**src/rtl/csf_pkg.sv**
```systemverilog
// constants and types shared by the charger status and fault register bank
package csf_pkg;

    // register offsets
    localparam logic [7:0] CSF_ADDR_STATE_FLAGS = 8'h0b;
    localparam logic [7:0] CSF_ADDR_THERM_BATT = 8'h0c;
    localparam logic [7:0] CSF_ADDR_FAULTS = 8'h0d;
    localparam logic [7:0] CSF_ADDR_SHORT_CFG = 8'h10;

    // charger_state_flags field positions
    localparam int CSF_POS_OVERVOLT = 7;
    localparam int CSF_POS_VIN_VALID = 6;
    localparam int CSF_POS_VIN_LIMIT = 5;
    localparam int CSF_POS_HEAT_LIMIT = 4;
    localparam int CSF_POS_DONE = 3;

    // thermal_battery_state field positions
    localparam int CSF_POS_ZONE_LSB = 5;
    localparam int CSF_POS_RECHARGE = 3;

    // sticky_fault_flags field positions and writable mask
    localparam int CSF_POS_SHORT = 3;
    localparam int CSF_POS_HOT_LOW = 1;
    localparam int CSF_POS_HOT_HIGH = 0;
    localparam logic [7:0] CSF_FAULT_MASK = 8'h0b;

    // short_detect_config field positions, mask and reset values
    localparam int CSF_POS_TIMEOUT_LSB = 5;
    localparam int CSF_POS_VOLT_LSB = 0;
    localparam logic [7:0] CSF_SHORT_CFG_MASK = 8'he7;
    localparam logic [2:0] CSF_TIMEOUT_RESET = 3'h4;
    localparam logic [2:0] CSF_VOLT_RESET = 3'h4;

    // short threshold in millivolts: base plus code times step
    localparam logic [11:0] CSF_SHORT_MV_BASE = 12'h7d0;
    localparam logic [11:0] CSF_SHORT_MV_STEP = 12'h064;

    // one second at the 100 MHz clock
    localparam int CSF_CLOCK_HZ = 100_000_000;
    localparam int CSF_SECOND_CYCLES = CSF_CLOCK_HZ;

    typedef enum logic [2:0] {
        CSF_CHG_OFF = 3'h0,
        CSF_CHG_TRICKLE = 3'h1,
        CSF_CHG_FAST_CC = 3'h2,
        CSF_CHG_FAST_CV = 3'h3,
        CSF_CHG_COMPLETE = 3'h4,
        CSF_CHG_LDO = 3'h5,
        CSF_CHG_TIMER_EXP = 3'h6,
        CSF_CHG_BATT_DET = 3'h7
    } csf_chg_state_t;

    // timeout code to seconds: 1, 2, 4, 10, 30, 60, 120, 180
    function automatic logic [7:0] csf_timeout_sec(input logic [2:0] code);
        logic [7:0] sec;
        sec = 8'h01;
        unique case (code)
            3'h0: sec = 8'h01;
            3'h1: sec = 8'h02;
            3'h2: sec = 8'h04;
            3'h3: sec = 8'h0a;
            3'h4: sec = 8'h1e;
            3'h5: sec = 8'h3c;
            3'h6: sec = 8'h78;
            3'h7: sec = 8'hb4;
        endcase
        return sec;
    endfunction

endpackage

```
**src/rtl/csf_timer_if.sv**
```systemverilog
// link between the register bank and its battery-short timer
`timescale 1ns/1ps
`default_nettype none
interface csf_timer_if;
    logic arm;
    logic [7:0] limit_sec;
    logic expired;

    modport ctl (output arm, output limit_sec, input expired);
    modport tmr (input arm, input limit_sec, output expired);
endinterface
`default_nettype wire

```
**src/rtl/csf_short_timer.sv**
```systemverilog
// seconds timer that qualifies a battery short
`timescale 1ns/1ps
`default_nettype none
module csf_short_timer
    import csf_pkg::*;
#(
    parameter int SECOND_CYCLES = CSF_SECOND_CYCLES
) (
    input wire logic clock,
    input wire logic rst_n,
    csf_timer_if.tmr tif
);
    logic [31:0] prescale;
    logic [7:0] seconds;
    logic done;
    logic expired;
    logic [31:0] next_prescale;
    logic [7:0] next_seconds;
    logic next_done;
    logic next_expired;

    // dropping arm restarts the whole wait, so a brief recovery resets it
    always_comb begin
        next_prescale = prescale;
        next_seconds = seconds;
        next_done = done;
        next_expired = 1'b0;
        if (!tif.arm) begin
            next_prescale = 32'h0;
            next_seconds = 8'h00;
            next_done = 1'b0;
        end else if (!done) begin
            if (prescale == 32'(SECOND_CYCLES - 1)) begin
                next_prescale = 32'h0;
                next_seconds = seconds + 8'h01;
                if (seconds + 8'h01 >= tif.limit_sec) begin
                    next_done = 1'b1;
                    next_expired = 1'b1;
                end
            end else begin
                next_prescale = prescale + 32'h1;
            end
        end
    end

    always_ff @(posedge clock) begin
        if (!rst_n) begin
            prescale <= 32'h0;
            seconds <= 8'h00;
            done <= 1'b0;
            expired <= 1'b0;
        end else begin
            prescale <= next_prescale;
            seconds <= next_seconds;
            done <= next_done;
            expired <= next_expired;
        end
    end

    assign tif.expired = expired;
endmodule
`default_nettype wire

```
**src/rtl/csf_charger_status_fault_regs.sv**
```systemverilog
// charger status, sticky fault and battery-short configuration registers
`timescale 1ns/1ps
`default_nettype none

module csf_charger_status_fault_regs
    import csf_pkg::*;
#(
    parameter int SECOND_CYCLES = CSF_SECOND_CYCLES
) (
    input wire logic clock,
    input wire logic rst_n,
    input wire logic [7:0] reg_addr,
    input wire logic reg_wr,
    input wire logic [7:0] reg_wdata,
    input wire logic reg_rd,
    output logic [7:0] reg_rdata,
    input wire logic input_overvoltage_flag,
    input wire logic input_valid_flag,
    input wire logic input_current_limited_flag,
    input wire logic die_heat_limited_flag,
    input wire logic [2:0] charger_state,
    input wire logic charge_cycle_end,
    input wire logic [2:0] thermistor_zone_field,
    input wire logic [2:0] battery_class,
    input wire logic auto_recharge_disable,
    input wire logic below_recharge_level,
    input wire logic [11:0] battery_mv,
    input wire logic lower_overheat_event,
    input wire logic upper_overheat_event,
    input wire logic supply_power_lost,
    input wire logic mode_change_irq_enable,
    output logic mode_change_irq,
    output logic shorted_cell_fault,
    output logic [2:0] short_timeout_select,
    output logic [2:0] short_voltage_select
);
    csf_timer_if tif ();

    // sampled status inputs
    logic overvolt;
    logic vin_valid;
    logic vin_limited;
    logic heat_limited;
    logic [2:0] chg_state;
    logic [2:0] zone;
    logic [2:0] batt_class;
    logic recharge_needed;
    logic [2:0] next_chg_state;
    logic next_recharge_needed;

    // charge-done latch
    logic charge_done_flag;
    logic next_charge_done_flag;

    // faults and configuration
    logic [7:0] faults;
    logic [7:0] next_faults;
    logic [2:0] timeout_sel;
    logic [2:0] volt_sel;
    logic [2:0] next_timeout_sel;
    logic [2:0] next_volt_sel;

    // short detection
    logic short_arm;
    logic [7:0] short_limit;
    logic next_short_arm;
    logic [7:0] next_short_limit;
    logic [11:0] short_mv;
    logic charging;

    // interrupt and read path
    logic irq;
    logic next_irq;
    logic [7:0] rdata;
    logic [7:0] next_rdata;

    logic wr_faults;
    logic wr_cfg;

    assign wr_faults = reg_wr && (reg_addr == CSF_ADDR_FAULTS);
    assign wr_cfg = reg_wr && (reg_addr == CSF_ADDR_SHORT_CFG);

    // ---- status sampling
    always_comb begin
        next_chg_state = charger_state;
        next_recharge_needed = 1'b0;
        // the flag has meaning only in complete with auto recharge off
        if (auto_recharge_disable &&
            charger_state == CSF_CHG_COMPLETE) begin
            next_recharge_needed = below_recharge_level;
        end
    end

    always_ff @(posedge clock) begin
        if (!rst_n) begin
            overvolt <= 1'b0;
            vin_valid <= 1'b0;
            vin_limited <= 1'b0;
            heat_limited <= 1'b0;
            chg_state <= CSF_CHG_OFF;
            zone <= 3'h0;
            batt_class <= 3'h0;
            recharge_needed <= 1'b0;
        end else begin
            overvolt <= input_overvoltage_flag;
            vin_valid <= input_valid_flag;
            vin_limited <= input_current_limited_flag;
            heat_limited <= die_heat_limited_flag;
            chg_state <= next_chg_state;
            zone <= thermistor_zone_field;
            batt_class <= battery_class;
            recharge_needed <= next_recharge_needed;
        end
    end

    // ---- charge-done latch
    // held across a recharge-level drop; released only when a new
    // charge phase begins, so software still sees the last completion
    always_comb begin
        next_charge_done_flag = charge_done_flag;
        if (charger_state == CSF_CHG_TRICKLE ||
            charger_state == CSF_CHG_FAST_CC ||
            charger_state == CSF_CHG_FAST_CV) begin
            next_charge_done_flag = 1'b0;
        end
        if (charge_cycle_end) begin
            next_charge_done_flag = 1'b1;
        end
    end

    always_ff @(posedge clock) begin
        if (!rst_n) begin
            charge_done_flag <= 1'b0;
        end else begin
            charge_done_flag <= next_charge_done_flag;
        end
    end

    // ---- sticky faults
    // order matters: host clear, then power-loss clear, then sets, so an
    // event in the clearing cycle is kept, except a short expiry during power loss
    always_comb begin
        next_faults = faults;
        if (wr_faults) begin
            next_faults = faults & ~(reg_wdata & CSF_FAULT_MASK);
        end
        if (supply_power_lost) begin
            next_faults = 8'h00;
        end
        if (tif.expired && !supply_power_lost) begin
            next_faults[CSF_POS_SHORT] = 1'b1;
        end
        if (lower_overheat_event) begin
            next_faults[CSF_POS_HOT_LOW] = 1'b1;
        end
        if (upper_overheat_event) begin
            next_faults[CSF_POS_HOT_HIGH] = 1'b1;
        end
        next_faults = next_faults & CSF_FAULT_MASK;
    end

    always_ff @(posedge clock) begin
        if (!rst_n) begin
            faults <= 8'h00;
        end else begin
            faults <= next_faults;
        end
    end

    // ---- short detection configuration
    always_comb begin
        next_timeout_sel = timeout_sel;
        next_volt_sel = volt_sel;
        if (wr_cfg) begin
            // bits 4:3 are not stored
            next_timeout_sel = reg_wdata[CSF_POS_TIMEOUT_LSB +: 3];
            next_volt_sel = reg_wdata[CSF_POS_VOLT_LSB +: 3];
        end
    end

    always_ff @(posedge clock) begin
        if (!rst_n) begin
            timeout_sel <= CSF_TIMEOUT_RESET;
            volt_sel <= CSF_VOLT_RESET;
        end else begin
            timeout_sel <= next_timeout_sel;
            volt_sel <= next_volt_sel;
        end
    end

    // ---- short qualification
    assign short_mv = CSF_SHORT_MV_BASE +
        12'(volt_sel) * CSF_SHORT_MV_STEP;
    assign charging = (chg_state == CSF_CHG_TRICKLE) ||
        (chg_state == CSF_CHG_FAST_CC) ||
        (chg_state == CSF_CHG_FAST_CV);

    // arm is registered, which adds one cycle to the qualifying time;
    // that is negligible against a one-second minimum
    always_comb begin
        next_short_arm = charging && (battery_mv < short_mv);
        next_short_limit = csf_timeout_sec(timeout_sel);
    end

    always_ff @(posedge clock) begin
        if (!rst_n) begin
            short_arm <= 1'b0;
            short_limit <= csf_timeout_sec(CSF_TIMEOUT_RESET);
        end else begin
            short_arm <= next_short_arm;
            short_limit <= next_short_limit;
        end
    end

    assign tif.arm = short_arm;
    assign tif.limit_sec = short_limit;

    csf_short_timer #(
        .SECOND_CYCLES(SECOND_CYCLES)
    ) u_short_timer (
        .clock(clock),
        .rst_n(rst_n),
        .tif(tif)
    );

    // ---- mode change interrupt
    // one-cycle pulse per change of the sampled state
    always_comb begin
        next_irq = mode_change_irq_enable &&
            (next_chg_state != chg_state);
    end

    always_ff @(posedge clock) begin
        if (!rst_n) begin
            irq <= 1'b0;
        end else begin
            irq <= next_irq;
        end
    end

    // ---- read path
    // read data are registered; unmapped offsets return zero
    always_comb begin
        next_rdata = rdata;
        if (reg_rd) begin
            next_rdata = 8'h00;
            unique case (reg_addr)
                CSF_ADDR_STATE_FLAGS: begin
                    next_rdata[CSF_POS_OVERVOLT] = overvolt;
                    next_rdata[CSF_POS_VIN_VALID] = vin_valid;
                    next_rdata[CSF_POS_VIN_LIMIT] = vin_limited;
                    next_rdata[CSF_POS_HEAT_LIMIT] = heat_limited;
                    next_rdata[CSF_POS_DONE] = charge_done_flag;
                    next_rdata[2:0] = chg_state;
                end
                CSF_ADDR_THERM_BATT: begin
                    next_rdata[CSF_POS_ZONE_LSB +: 3] = zone;
                    next_rdata[CSF_POS_RECHARGE] = recharge_needed;
                    next_rdata[2:0] = batt_class;
                end
                CSF_ADDR_FAULTS: begin
                    next_rdata = faults;
                end
                CSF_ADDR_SHORT_CFG: begin
                    next_rdata[CSF_POS_TIMEOUT_LSB +: 3] = timeout_sel;
                    next_rdata[CSF_POS_VOLT_LSB +: 3] = volt_sel;
                end
                default: begin
                    next_rdata = 8'h00;
                end
            endcase
        end
    end

    always_ff @(posedge clock) begin
        if (!rst_n) begin
            rdata <= 8'h00;
        end else begin
            rdata <= next_rdata;
        end
    end

    // ---- outputs
    assign reg_rdata = rdata;
    assign mode_change_irq = irq;
    assign shorted_cell_fault = faults[CSF_POS_SHORT];
    assign short_timeout_select = timeout_sel;
    assign short_voltage_select = volt_sel;
endmodule
`default_nettype wire

```
**config.mk**
```make
export PLATFORM = sky130hd
export DESIGN_NAME = csf_charger_status_fault_regs
export DESIGN_NICKNAME = d
export VERILOG_FILES = /design/src/rtl/csf_pkg.sv /design/src/rtl/csf_timer_if.sv /design/src/rtl/csf_short_timer.sv /design/src/rtl/csf_charger_status_fault_regs.sv
export SDC_FILE = /design/constraint.sdc
export NUM_CORES = 1
export LEC_CHECK = 0
export BUFFER_PORTS_ARGS = -buffer_cell sky130_fd_sc_hd__buf_2
export CORE_MARGIN = 3
export CORE_UTILIZATION = 57
export DETAILED_ROUTE_END_ITERATION = 8
export HOLD_SLACK_MARGIN = 0.02
export PLACE_DENSITY = 0.82
export SLEW_MARGIN = 20
export SYNTH_ARGS = -nofsm -noshare
export SYNTH_HDL_FRONTEND = slang
export SYNTH_SLANG_ARGS = --single-unit
```
**constraint.sdc**
```tcl
create_clock -name clock -period 3.5 [get_ports clock]
set_clock_uncertainty 0.15 [all_clocks]
set_input_delay 0.525 -clock clock [delete_from_list [all_inputs] [get_ports clock]]
set_output_delay 0.525 -clock clock [all_outputs]
set_load 0.02 [all_outputs]
```
### Word level (Yosys, flattened, before mapping)

Memory sizes are Yosys's and may differ from the RTL's. A register that Yosys moved wholly into a read port is not among the register bits.
Cells that the tools add are included.
Widths: inputs -> output; s select.

| storage, ports and cells | value |
|---|---|
| memories | 1 |
| memory bits (read-only) | 64 |
| register bits after elaboration | 76 |

| cells by class | value |
|---|---|
| $mul | 1 |
| add/sub/neg operators | 3 |
| muxes and demuxes | 15 |
| order comparisons | 2 |
| bitwise gates (word level) | 5 |
| reductions and logical operators | 20 |
| equality and inequality tests | 13 |

Memory list:

| name | words | width | read ports | clocked after memory_dff | wr ports | RTL line | source |
|---|---|---|---|---|---|---|---|
| (name not given) | 8 | 8 | 1 | 1 | 0 | csf_pkg.sv:57 | `unique case (code)` |

Operator list:

| operator | number |
|---|---|
| $add 32x1->32 const B | 1 |
| $eq 32x27->1 const B | 1 |
| $mux 32 | 1 |
| $eq 8x4->1 const B | 3 |
| $pmux 3 s4 | 2 |
| $add 11x10->12 const A | 1 |
| $eq 3x2->1 const B | 4 |
| $lt 12x12->1 | 1 |
| $reduce_bool 3->1 | 3 |
| $add 8x1->8 const B | 1 |
| $eq 8x5->1 const B | 1 |
| $ge 8x8->1 | 1 |
| $mul 3x5->8 const B | 1 |
| $mux 1 | 8 |
| $mux 4 | 2 |
| $eq 3x1->1 const B | 2 |
| $logic_and 1x1->1 | 6 |
| $reduce_and 2->1 | 3 |
| $and 4x4->4 | 1 |
| $logic_or 1x1->1 | 4 |
| $not 4->4 | 1 |
| $eq 3x3->1 const B | 1 |
| $ne 3x3->1 | 1 |
| $not 1->1 | 3 |
| 5 further kinds | 6 |

### Longest topological paths before layout

Gate-level depths: netlist of the first run.

| depth | value |
|---|---|
| depth in word-level cells | 5 |
| gate-level depth with buffers | 13 |
| gate-level depth less buffers | 13 |

### Modules after synthesis

A second synthesis of the first run with hierarchy kept.

| second synthesis, totals | value |
|---|---|
| cell total of the unflattened synthesis | 460 |
| area total of the unflattened synthesis | 4,210.3 µm² |

By module, submodules not included:

| module | seq. area each (µm²) | cells an instance | times used | area each (µm²) |
|---|---|---|---|---|
| csf_short_timer | 840.8 | 251 | 1 | 2,175.8 |
| csf_charger_status_fault_regs | 840.8 | 209 | 1 | 2,034.5 |

### Worst setup path after synthesis of the first run

OpenSTA, ideal clock, no wires.

| timing path | value |
|---|---|
| path type | flip-flop to flip-flop |
| from | register volt_sel[1], in the netlist short_voltage_select[1] |
| to | register short_arm |
| buffers on the path | 0 |
| stages on the path, launching flop included | 13 |
| arrival | 2.727 ns |
| data required time | 3.264 ns |
| path slack | 0.538 ns |
| cell sequence | dfxtp_1 -> inv_1 -> ha_1 -> inv_1 -> ha_1 -> ha_1 -> nor3_1 -> nand2_1 -> or2_2 -> ha_1 -> and4_1 -> and2_1 -> a211oi_1 |

| between the ends | value |
|---|---|
| word-level cells in the longest chain between the ends | 4 |

RTL lines:

| what | RTL line | source |
|---|---|---|
| start, declared | csf_charger_status_fault_regs.sv:59 | `logic [2:0] volt_sel;` |
| start signal, assigned | csf_charger_status_fault_regs.sv:187 | `volt_sel <= next_volt_sel;` |
| $mul 3x5->8 | csf_charger_status_fault_regs.sv:193 | `12'(volt_sel) * CSF_SHORT_MV_STEP;` |
| $add 11x10->12 | csf_charger_status_fault_regs.sv:192 | `assign short_mv = CSF_SHORT_MV_BASE +` |
| $lt 12x12->1 | csf_charger_status_fault_regs.sv:201 | `next_short_arm = charging && (battery_mv < short_mv);` |
| $logic_and 1x1->1 | csf_charger_status_fault_regs.sv:201 |  |
| end signal, assigned | csf_charger_status_fault_regs.sv:210 | `short_arm <= next_short_arm;` |
| end, declared | csf_charger_status_fault_regs.sv:64 | `logic short_arm;` |

Every way passes these cells.
A chain may end at the register's enable or synchronous reset.

### Worst setup path after layout of the first run

Ends and elaborated chain as after synthesis.

==> results of run 1 <==
## sequential cells by signal, indices dropped and copies added (netlist names)
name / cells
u_short_timer.prescale: 32
batt_class: 3
short_arm: 1
mode_change_irq: 1
u_short_timer.done: 1
short_voltage_select: 3
heat_limited: 1
reg_rdata: 8
u_short_timer.seconds: 8
charge_done_flag: 1
faults: 3
short_timeout_select: 3
recharge_needed: 1
u_short_timer.tif.expired: 1
chg_state: 3
vin_limited: 1
short_limit: 8
zone: 3
overvolt: 1
vin_valid: 1
## per-stage QoR
step	hold WS (ps)	setup WS, ps	area [um^2]	cells
finish	220	399	4910	649
global route	202	118	4910	649
CTS	206	409	4910	649
detailed placement	300	438	4700	633
global placement	301	547	4700	633
floorplan	302	538	4350	492
## path summary, 6_finish.rpt
check,from,to,slack (ps),depth (start not counted)
setup / recovery,short_voltage_select[1]$_SDFFE_PN0P_,short_arm$_SDFF_PN0_,400,13
hold / removal,input_valid_flag,vin_valid$_SDFF_PN0_,220,2
setup reg to reg,short_voltage_select[1]$_SDFFE_PN0P_,short_arm$_SDFF_PN0_,400,13
hold reg to reg,reg_rdata[2]$_SDFFE_PN0P_,reg_rdata[2]$_SDFFE_PN0P_,320,2
## worst reg2reg max path, delay by kind of cell, from the launching register on
family	cells	cell delay [ps]
xor gates and xnor gates	1	190
DFF	1	440
and+or+nand+nor	1	230
buffers and inverters	2	140
AOI/OAI and AO/OA	5	850
adders and majority gates	4	1040
## cell usage in the layout (no fill, tap or decap), types with 3 or more instances in the layout
master / n
o31ai_1: 12
dfxtp_1: 84
or3_1: 7
and2_1: 19
and3_1: 5
nand2b_1: 11
a21boi_0: 6
xor2_1: 13
or2_2: 3
nor2_1: 26
a41o_1: 3
mux2i_1: 6
xnor2_1: 14
or4_1: 12
nand3_1: 20
ha_1: 25
nand4_2: 3
nand2_1: 41
and4_1: 6
o21ai_0: 21
buf_2: 64
nor4_2: 3
clkbuf_8: 9
nor2b_1: 5
inv_1: 17
a222oi_1: 5
a21oi_1: 34
inv_8: 3
nor3_1: 11
a31oi_1: 5
nor4_1: 5
nand4_1: 12
## kinds of logic (layout without fill, tap and decap cells)
group	after synthesis	after routing	synth area share, %
muxes	8	8	1.90
xor gates and xnor gates	27	27	5.44
adders and majority gates	25	25	7.19
buffers and inverters	41	99	3.94
AOI/OAI and AO/OA	99	99	14.5
DFF	84	84	38.7
and+or+nand+nor	208	208	28.4
## metal layers
| layer | global-route usage, % | part of all wire (%) |
|---|---|---|
| met1 | 30.4 | 45 |
| met2 | 37.0 | 48 |
| met3 | 5.39 | 5.3 |
| met4 | 7.81 | 1.8 |
| met5 | 0 | 0 |
## power groups by stage
stage	combinational, mW	sequential, mW	clock [mW]
5_1_grt	0.112	0.979	0.793
4_1_cts	0.101	0.977	0.755
3_3_place_gp	0.0960	0.999	0
6_report	0.101	0.978	0.737
2_1_floorplan	0.0505	1.00	0
3_5_place_dp	0.100	1.00	0
## cell type report
type / count / area (um^2) / share of cell area [%]
tap: 99 / 124 / 2.52
multi-input combinational: 367 / 2500 / 50.8
inverter: 17 / 63.8 / 1.30
sequential: 84 / 1680 / 34.2
clock inverter: 7 / 88.8 / 1.81
timing repair buffer: 66 / 335 / 6.82
clock buffer: 9 / 124 / 2.52
==> flow_metrics.py, run 1 <==
metrics = {
    "routing": {
        "drc": 0,
        "num_vias": 3819,
        "first_pass_iters": 5,
        "wirelength_mm": 9.65,
        "viasPerCell": 5.88,
        "drt_iter0_drc": 191,
        "ant_nets": 0,
        "wl_per_cell_um": 14.9,
    },
    "sta": {
        "worst_slew_pin_slew_ps": 844,
        "relSlewSlack_pct": 43.3,
        "period_share_pct": 88.6,
        "setup_violations": 0,
        "slew_violations": 0,
        "fin_tns_setup_ps": 0,
        "fin_crit_ps": 3100,
        "fmax_ghz": 0.322,
        "hold_viol": 0,
        "grt_setup_unrepaired": "false",
    },
    "cells_and_area": {
        "syn2layout_area_growth_pct": 13.0,
        "nFillCells": 582,
        "final_nets": 622,
        "n_antenna_cell": 0,
        "final_util_pct": 67.0,
        "drive_above_1_share_pct": 18.7,
    },
    "floorplan": {
        "die_x_um": 93.4,
        "rows": 31,
        "initial_core_util_pct": 59.3,
        "core_um2": 7330,
        "die-area_um2": 8720,
        "io_pins": 68,
        "die_h_um": 93.4,
    },
    "global_route": {
        "antenna_found_initial": 0,
        "grt_remaining_overflow": 0,
        "track_usage_pct": 23.0,
        "grt_max_degree": 40,
        "grt_pass1_vias": 3660,
        "grt_pass1_wl_mm": 16.3,
    },
    "power": {
        "finalPower_mw": 1.82,
        "p_sw_share_pct": 24.8,
        "switchingPower_mw": 0.450,
        "clockPowerShare_pct": 40.6,
        "comb_power_share_pct": 5.6,
        "pwr-share-seq_pct": 53.8,
        "leakagePower_nw": 1.93,
        "power_density_nw_per_um2": 370,
        "p_int_mw": 1.37,
        "peakVddDrop_mv": 0.272,
    },
    "synthesis": {
        "synth-edff-count": 0,
        "ys_seq_area_share_pct": 38.7,
        "ys_ff_latch": 84,
        "yosysWarnings": 0,
        "syn-num-nets": 569,
        "async_reset_ff_share_pct": 0,
        "netlist_instances": 492,
        "avgSynthCellArea_um2": 8.84,
        "synth.area.top_cells": "dfxtp_1 39%, ha_1 7.2%, a21oi_1 3.9%, nand2_1 3.5%, xnor2_1 2.8%",
        "synth_top_area_share_pct": 38.7,
        "yosysMostFrequentCell": "dfxtp_1",
        "synthesis.area_um2": 4350,
        "yosysTopAreaCell": "dfxtp_1",
        "synth_flop_cell": "dfxtp_1",
        "synth_cell_types": 56,
        "synthTopCellsByCount": "84 x dfxtp_1, 41 x nand2_1, 34 x a21oi_1",
    },
    "outcome": {
        "status": "finished, final reports clean",
    },
    "job": {
        "max_cap_violations": 0,
    },
    "cts": {
        "cts_max_level": 3,
        "postCtsSetupBuffers": 0,
        "clk_root_buffer_cell": "clkbuf_8",
        "cts_buffers": 9,
        "clock_latency_ps": 350,
        "cts_hold_buf": 0,
        "ctsResizeCount": 0,
        "clk_pin_slew_ps": 100,
        "cts_max_path_buffers": 2,
        "tritoncts": "yes",
        "cts.sinks": 84,
    },
    "setup_path": {
        "max_stage_delay_ps": 440,
        "crit_required_ps": 3620,
        "crit_path_cell_trace": "inv_1 -> ha_1 -> inv_1 -> ha_1 -> ha_1 -> nor3_1 -> a21boi_0 -> xor2_1 -> ha_1 -> a21o_1 -> a21oi_1 -> o21ai_0 -> a211oi_1",
        "critPathBufInv": 2,
        "worst_setup_path_end_kind": "register",
        "arrival_ps": 3230,
        "cp_slowest_cell": "dfxtp_1",
        "crit_top_cell": "ha_1",
        "start_kind": "register",
        "cp_max_fo": 6,
        "path_class": "register to register",
        "crit_family": "adder cells",
    },
    "place": {
        "dpl.hpwl_mm": 7.12,
        "gp_congestion": 0.853,
        "port_buffers": 64,
    },
    "hold_path": {
        "hp-class": "primary input to register",
    },
}
Power figures use the tool's default switching activity.
==> run 2, diff against run 1 <==
--- a/config.mk
+++ b/config.mk
@@ -11,7 +11,6 @@
 export DETAILED_ROUTE_END_ITERATION = 8
 export HOLD_SLACK_MARGIN = 0.02
 export PLACE_DENSITY = 0.82
-export SLEW_MARGIN = 20
 export SYNTH_ARGS = -nofsm -noshare
 export SYNTH_HDL_FRONTEND = slang
 export SYNTH_SLANG_ARGS = --single-unit
==> constraint.sdc (replaced) <==
create_clock -name clock -period 2.91 [get_ports clock]
set_clock_uncertainty 0.15 [all_clocks]
set_input_delay 0.4365 -clock clock [delete_from_list [all_inputs] [get_ports clock]]
set_output_delay 0.4365 -clock clock [all_outputs]
set_load 0.02 [all_outputs]
==> run 2 against run 1 <==
Non-clock buffer count increased by 8; final area increased by 1.9%; utilization increased by 1.2 points; critical endpoint unchanged.
==> flow_metrics.py, run 2 (synthesized netlist as in run 1, its figures left out) <==
metrics = {
    "hold_path": {
        "min_path_cells": 2,
        "hold_start": "supply_power_lost",
        "hp-class": "primary input to register",
        "min_to": "faults[3]$_SDFFE_PN0P_",
    },
    "setup_path": {
        "reg2reg_from": "short_voltage_select[1]$_SDFFE_PN0P_",
        "reg2regPathDepth": 13,
        "cp_max_fo": 3,
        "arrival_ps": 2900,
        "crit_path_start": "short_voltage_select[1]$_SDFFE_PN0P_",
        "path_class": "register to register",
        "crit_top_cell": "ha_1",
        "crit_required_ps": 3040,
        "cp_slowest_cell": "dfxtp_2",
        "rrSetupSlack_ps": 140,
        "crit_path_cell_trace": "inv_1 -> ha_1 -> inv_1 -> ha_1 -> ha_4 -> nor3_4 -> a21boi_2 -> xor2_1 -> ha_1 -> a21o_1 -> a21oi_1 -> o21ai_1 -> a211oi_2",
        "worst_setup_path_end_kind": "register",
        "start_kind": "register",
        "max_stage_delay_ps": 350,
        "rr_endpoint": "short_arm$_SDFF_PN0_",
    },
    "cts": {
        "clk_root_buffer_cell": "clkbuf_8",
        "clock_latency_ps": 360,
        "cts_buffers": 9,
        "cts.sinks": 84,
        "cts_max_level": 3,
        "cts_max_path_buffers": 2,
        "tritoncts": "yes",
        "clk_pin_slew_ps": 90,
    },
    "cells_and_area": {
        "n_antenna_cell": 0,
        "final_cell_mix": "83 x dfxtp_1, 64 x buf_2, 41 x nand2_1, 34 x a21oi_1, 26 x nor2_1",
        "syn2layout_area_growth_pct": 15.1,
        "post-route-cell-area_um2": 5010,
        "final_nets": 630,
        "drive_above_1_share_pct": 20.8,
        "largest_reg_flops": 32,
        "final_common_cell": "dfxtp_1",
        "nFillCells": 542,
        "regMostFlops": "u_short_timer.prescale",
    },
    "routing": {
        "ant_nets": 0,
        "wirelength_mm": 9.93,
        "viasPerCell": 5.84,
        "wl_per_cell_um": 15.1,
        "first_pass_iters": 4,
        "drt_iter0_drc": 222,
        "num_vias": 3836,
        "drc": 0,
    },
    "global_route": {
        "grt_remaining_overflow": 0,
        "antenna_found_initial": 0,
        "track_usage_pct": 23.6,
        "grt_max_degree": 39,
        "grt_pass1_vias": 3680,
        "grt_pass1_wl_mm": 16.6,
    },
    "floorplan": {
        "die-area_um2": 8720,
        "die_h_um": 93.4,
        "die_x_um": 93.4,
        "core_um2": 7330,
        "io_pins": 68,
        "rows": 31,
        "initial_core_util_pct": 59.3,
    },
    "job": {
        "max_cap_violations": 0,
    },
    "sta": {
        "setup_ws_ps": 137,
        "setup_violations": 0,
        "period_share_pct": 95.3,
        "fin_crit_ps": 2770,
        "hold_viol": 0,
        "relSlewSlack_pct": 54.1,
        "slew_violations": 0,
        "fmax_ghz": 0.361,
        "worst_slew_pin_slew_ps": 684,
    },
    "place": {
        "place_area_um2": 4760,
        "dp_slack_ps": -21.3,
        "dpl.hpwl_mm": 7.17,
        "gp_congestion": 0.860,
        "port_buffers": 64,
    },
    "power": {
        "power_density_nw_per_um2": 435,
        "peakVddDrop_mv": 0.399,
        "leakagePower_nw": 1.97,
    },
    "outcome": {
        "status": "finished, final reports clean",
    },
}
[run 2: what timing repair did]
action | in CTS | in global routing
setup endpoints to repair | 1 | 1
hold buffers | 0 | 0
setup buffers | 0 | 1
resized for setup | 2 | 5
pin swaps | 0 | 3
[run 2: report_power, final]
| part | switching [mW] | internal (mW) |
|---|---|---|
| logic | 0.0680 | 0.0574 |
| registers | 0.00859 | 1.17 |
| clock network | 0.449 | 0.428 |
[run 2: final cells by class]
class	count	area (um^2)	area share (%)
clock buffer	10	138	2.75
clock inverter	6	72.6	1.45
inverter	17	63.8	1.27
multi-input combinational	367	2530	50.5
sequential	84	1680	33.6
tap	99	124	2.47
timing repair buffer	74	395	7.90
[run 2: worst max path at each step]
| stage | to | slack [ps] | cells past startpoint |
|---|---|---|---|
| after CTS | short_arm$_SDFF_PN0_ | 30 | 13 |
| after floorplan | short_arm$_SDFF_PN0_ | 50 | 11 |
| final | short_arm$_SDFF_PN0_ | 140 | 13 |
| after detailed placement | short_arm$_SDFF_PN0_ | -20 | 13 |
| after global placement | short_arm$_SDFF_PN0_ | 80 | 12 |
| after global routing | short_arm$_SDFF_PN0_ | -10 | 12 |
[run 2: critical path: cells and delay by family, from the launching register on]
family                     cells  cell delay, ps
adders and majority gates      4            1000
buffers and inverters          2             100
and+or+nand+nor                1             110
xor gates and xnor gates       1             170
DFF                            1             350
AOI/OAI and AO/OA              5             840
[run 2: metrics by stage]
step           cells  TNS [ps]  utilization, %  total power, mW  hold WS (ps)
4_1_cts          656         0            67.8             2.18           116
2_1_floorplan    492         0               -             1.26           302
5_1_grt          657     -11.5            68.3             2.25           131
3_3_place_gp     640         0            64.9             1.32           291
6_report         657         0            68.3             2.18           126
3_5_place_dp     640     -21.3            64.9             1.32           295
[run 2: layer usage]
layer,wire length (um),part of all wire [%],GRT usage (%),vias to the layer above
li1,-,-,-,1913
met3,516,5.2,3.94,17
met2,4800,48,39.4,102
met1,4450,45,30.9,1804
met4,155,1.6,7.57,0
met5,0,0,0,-
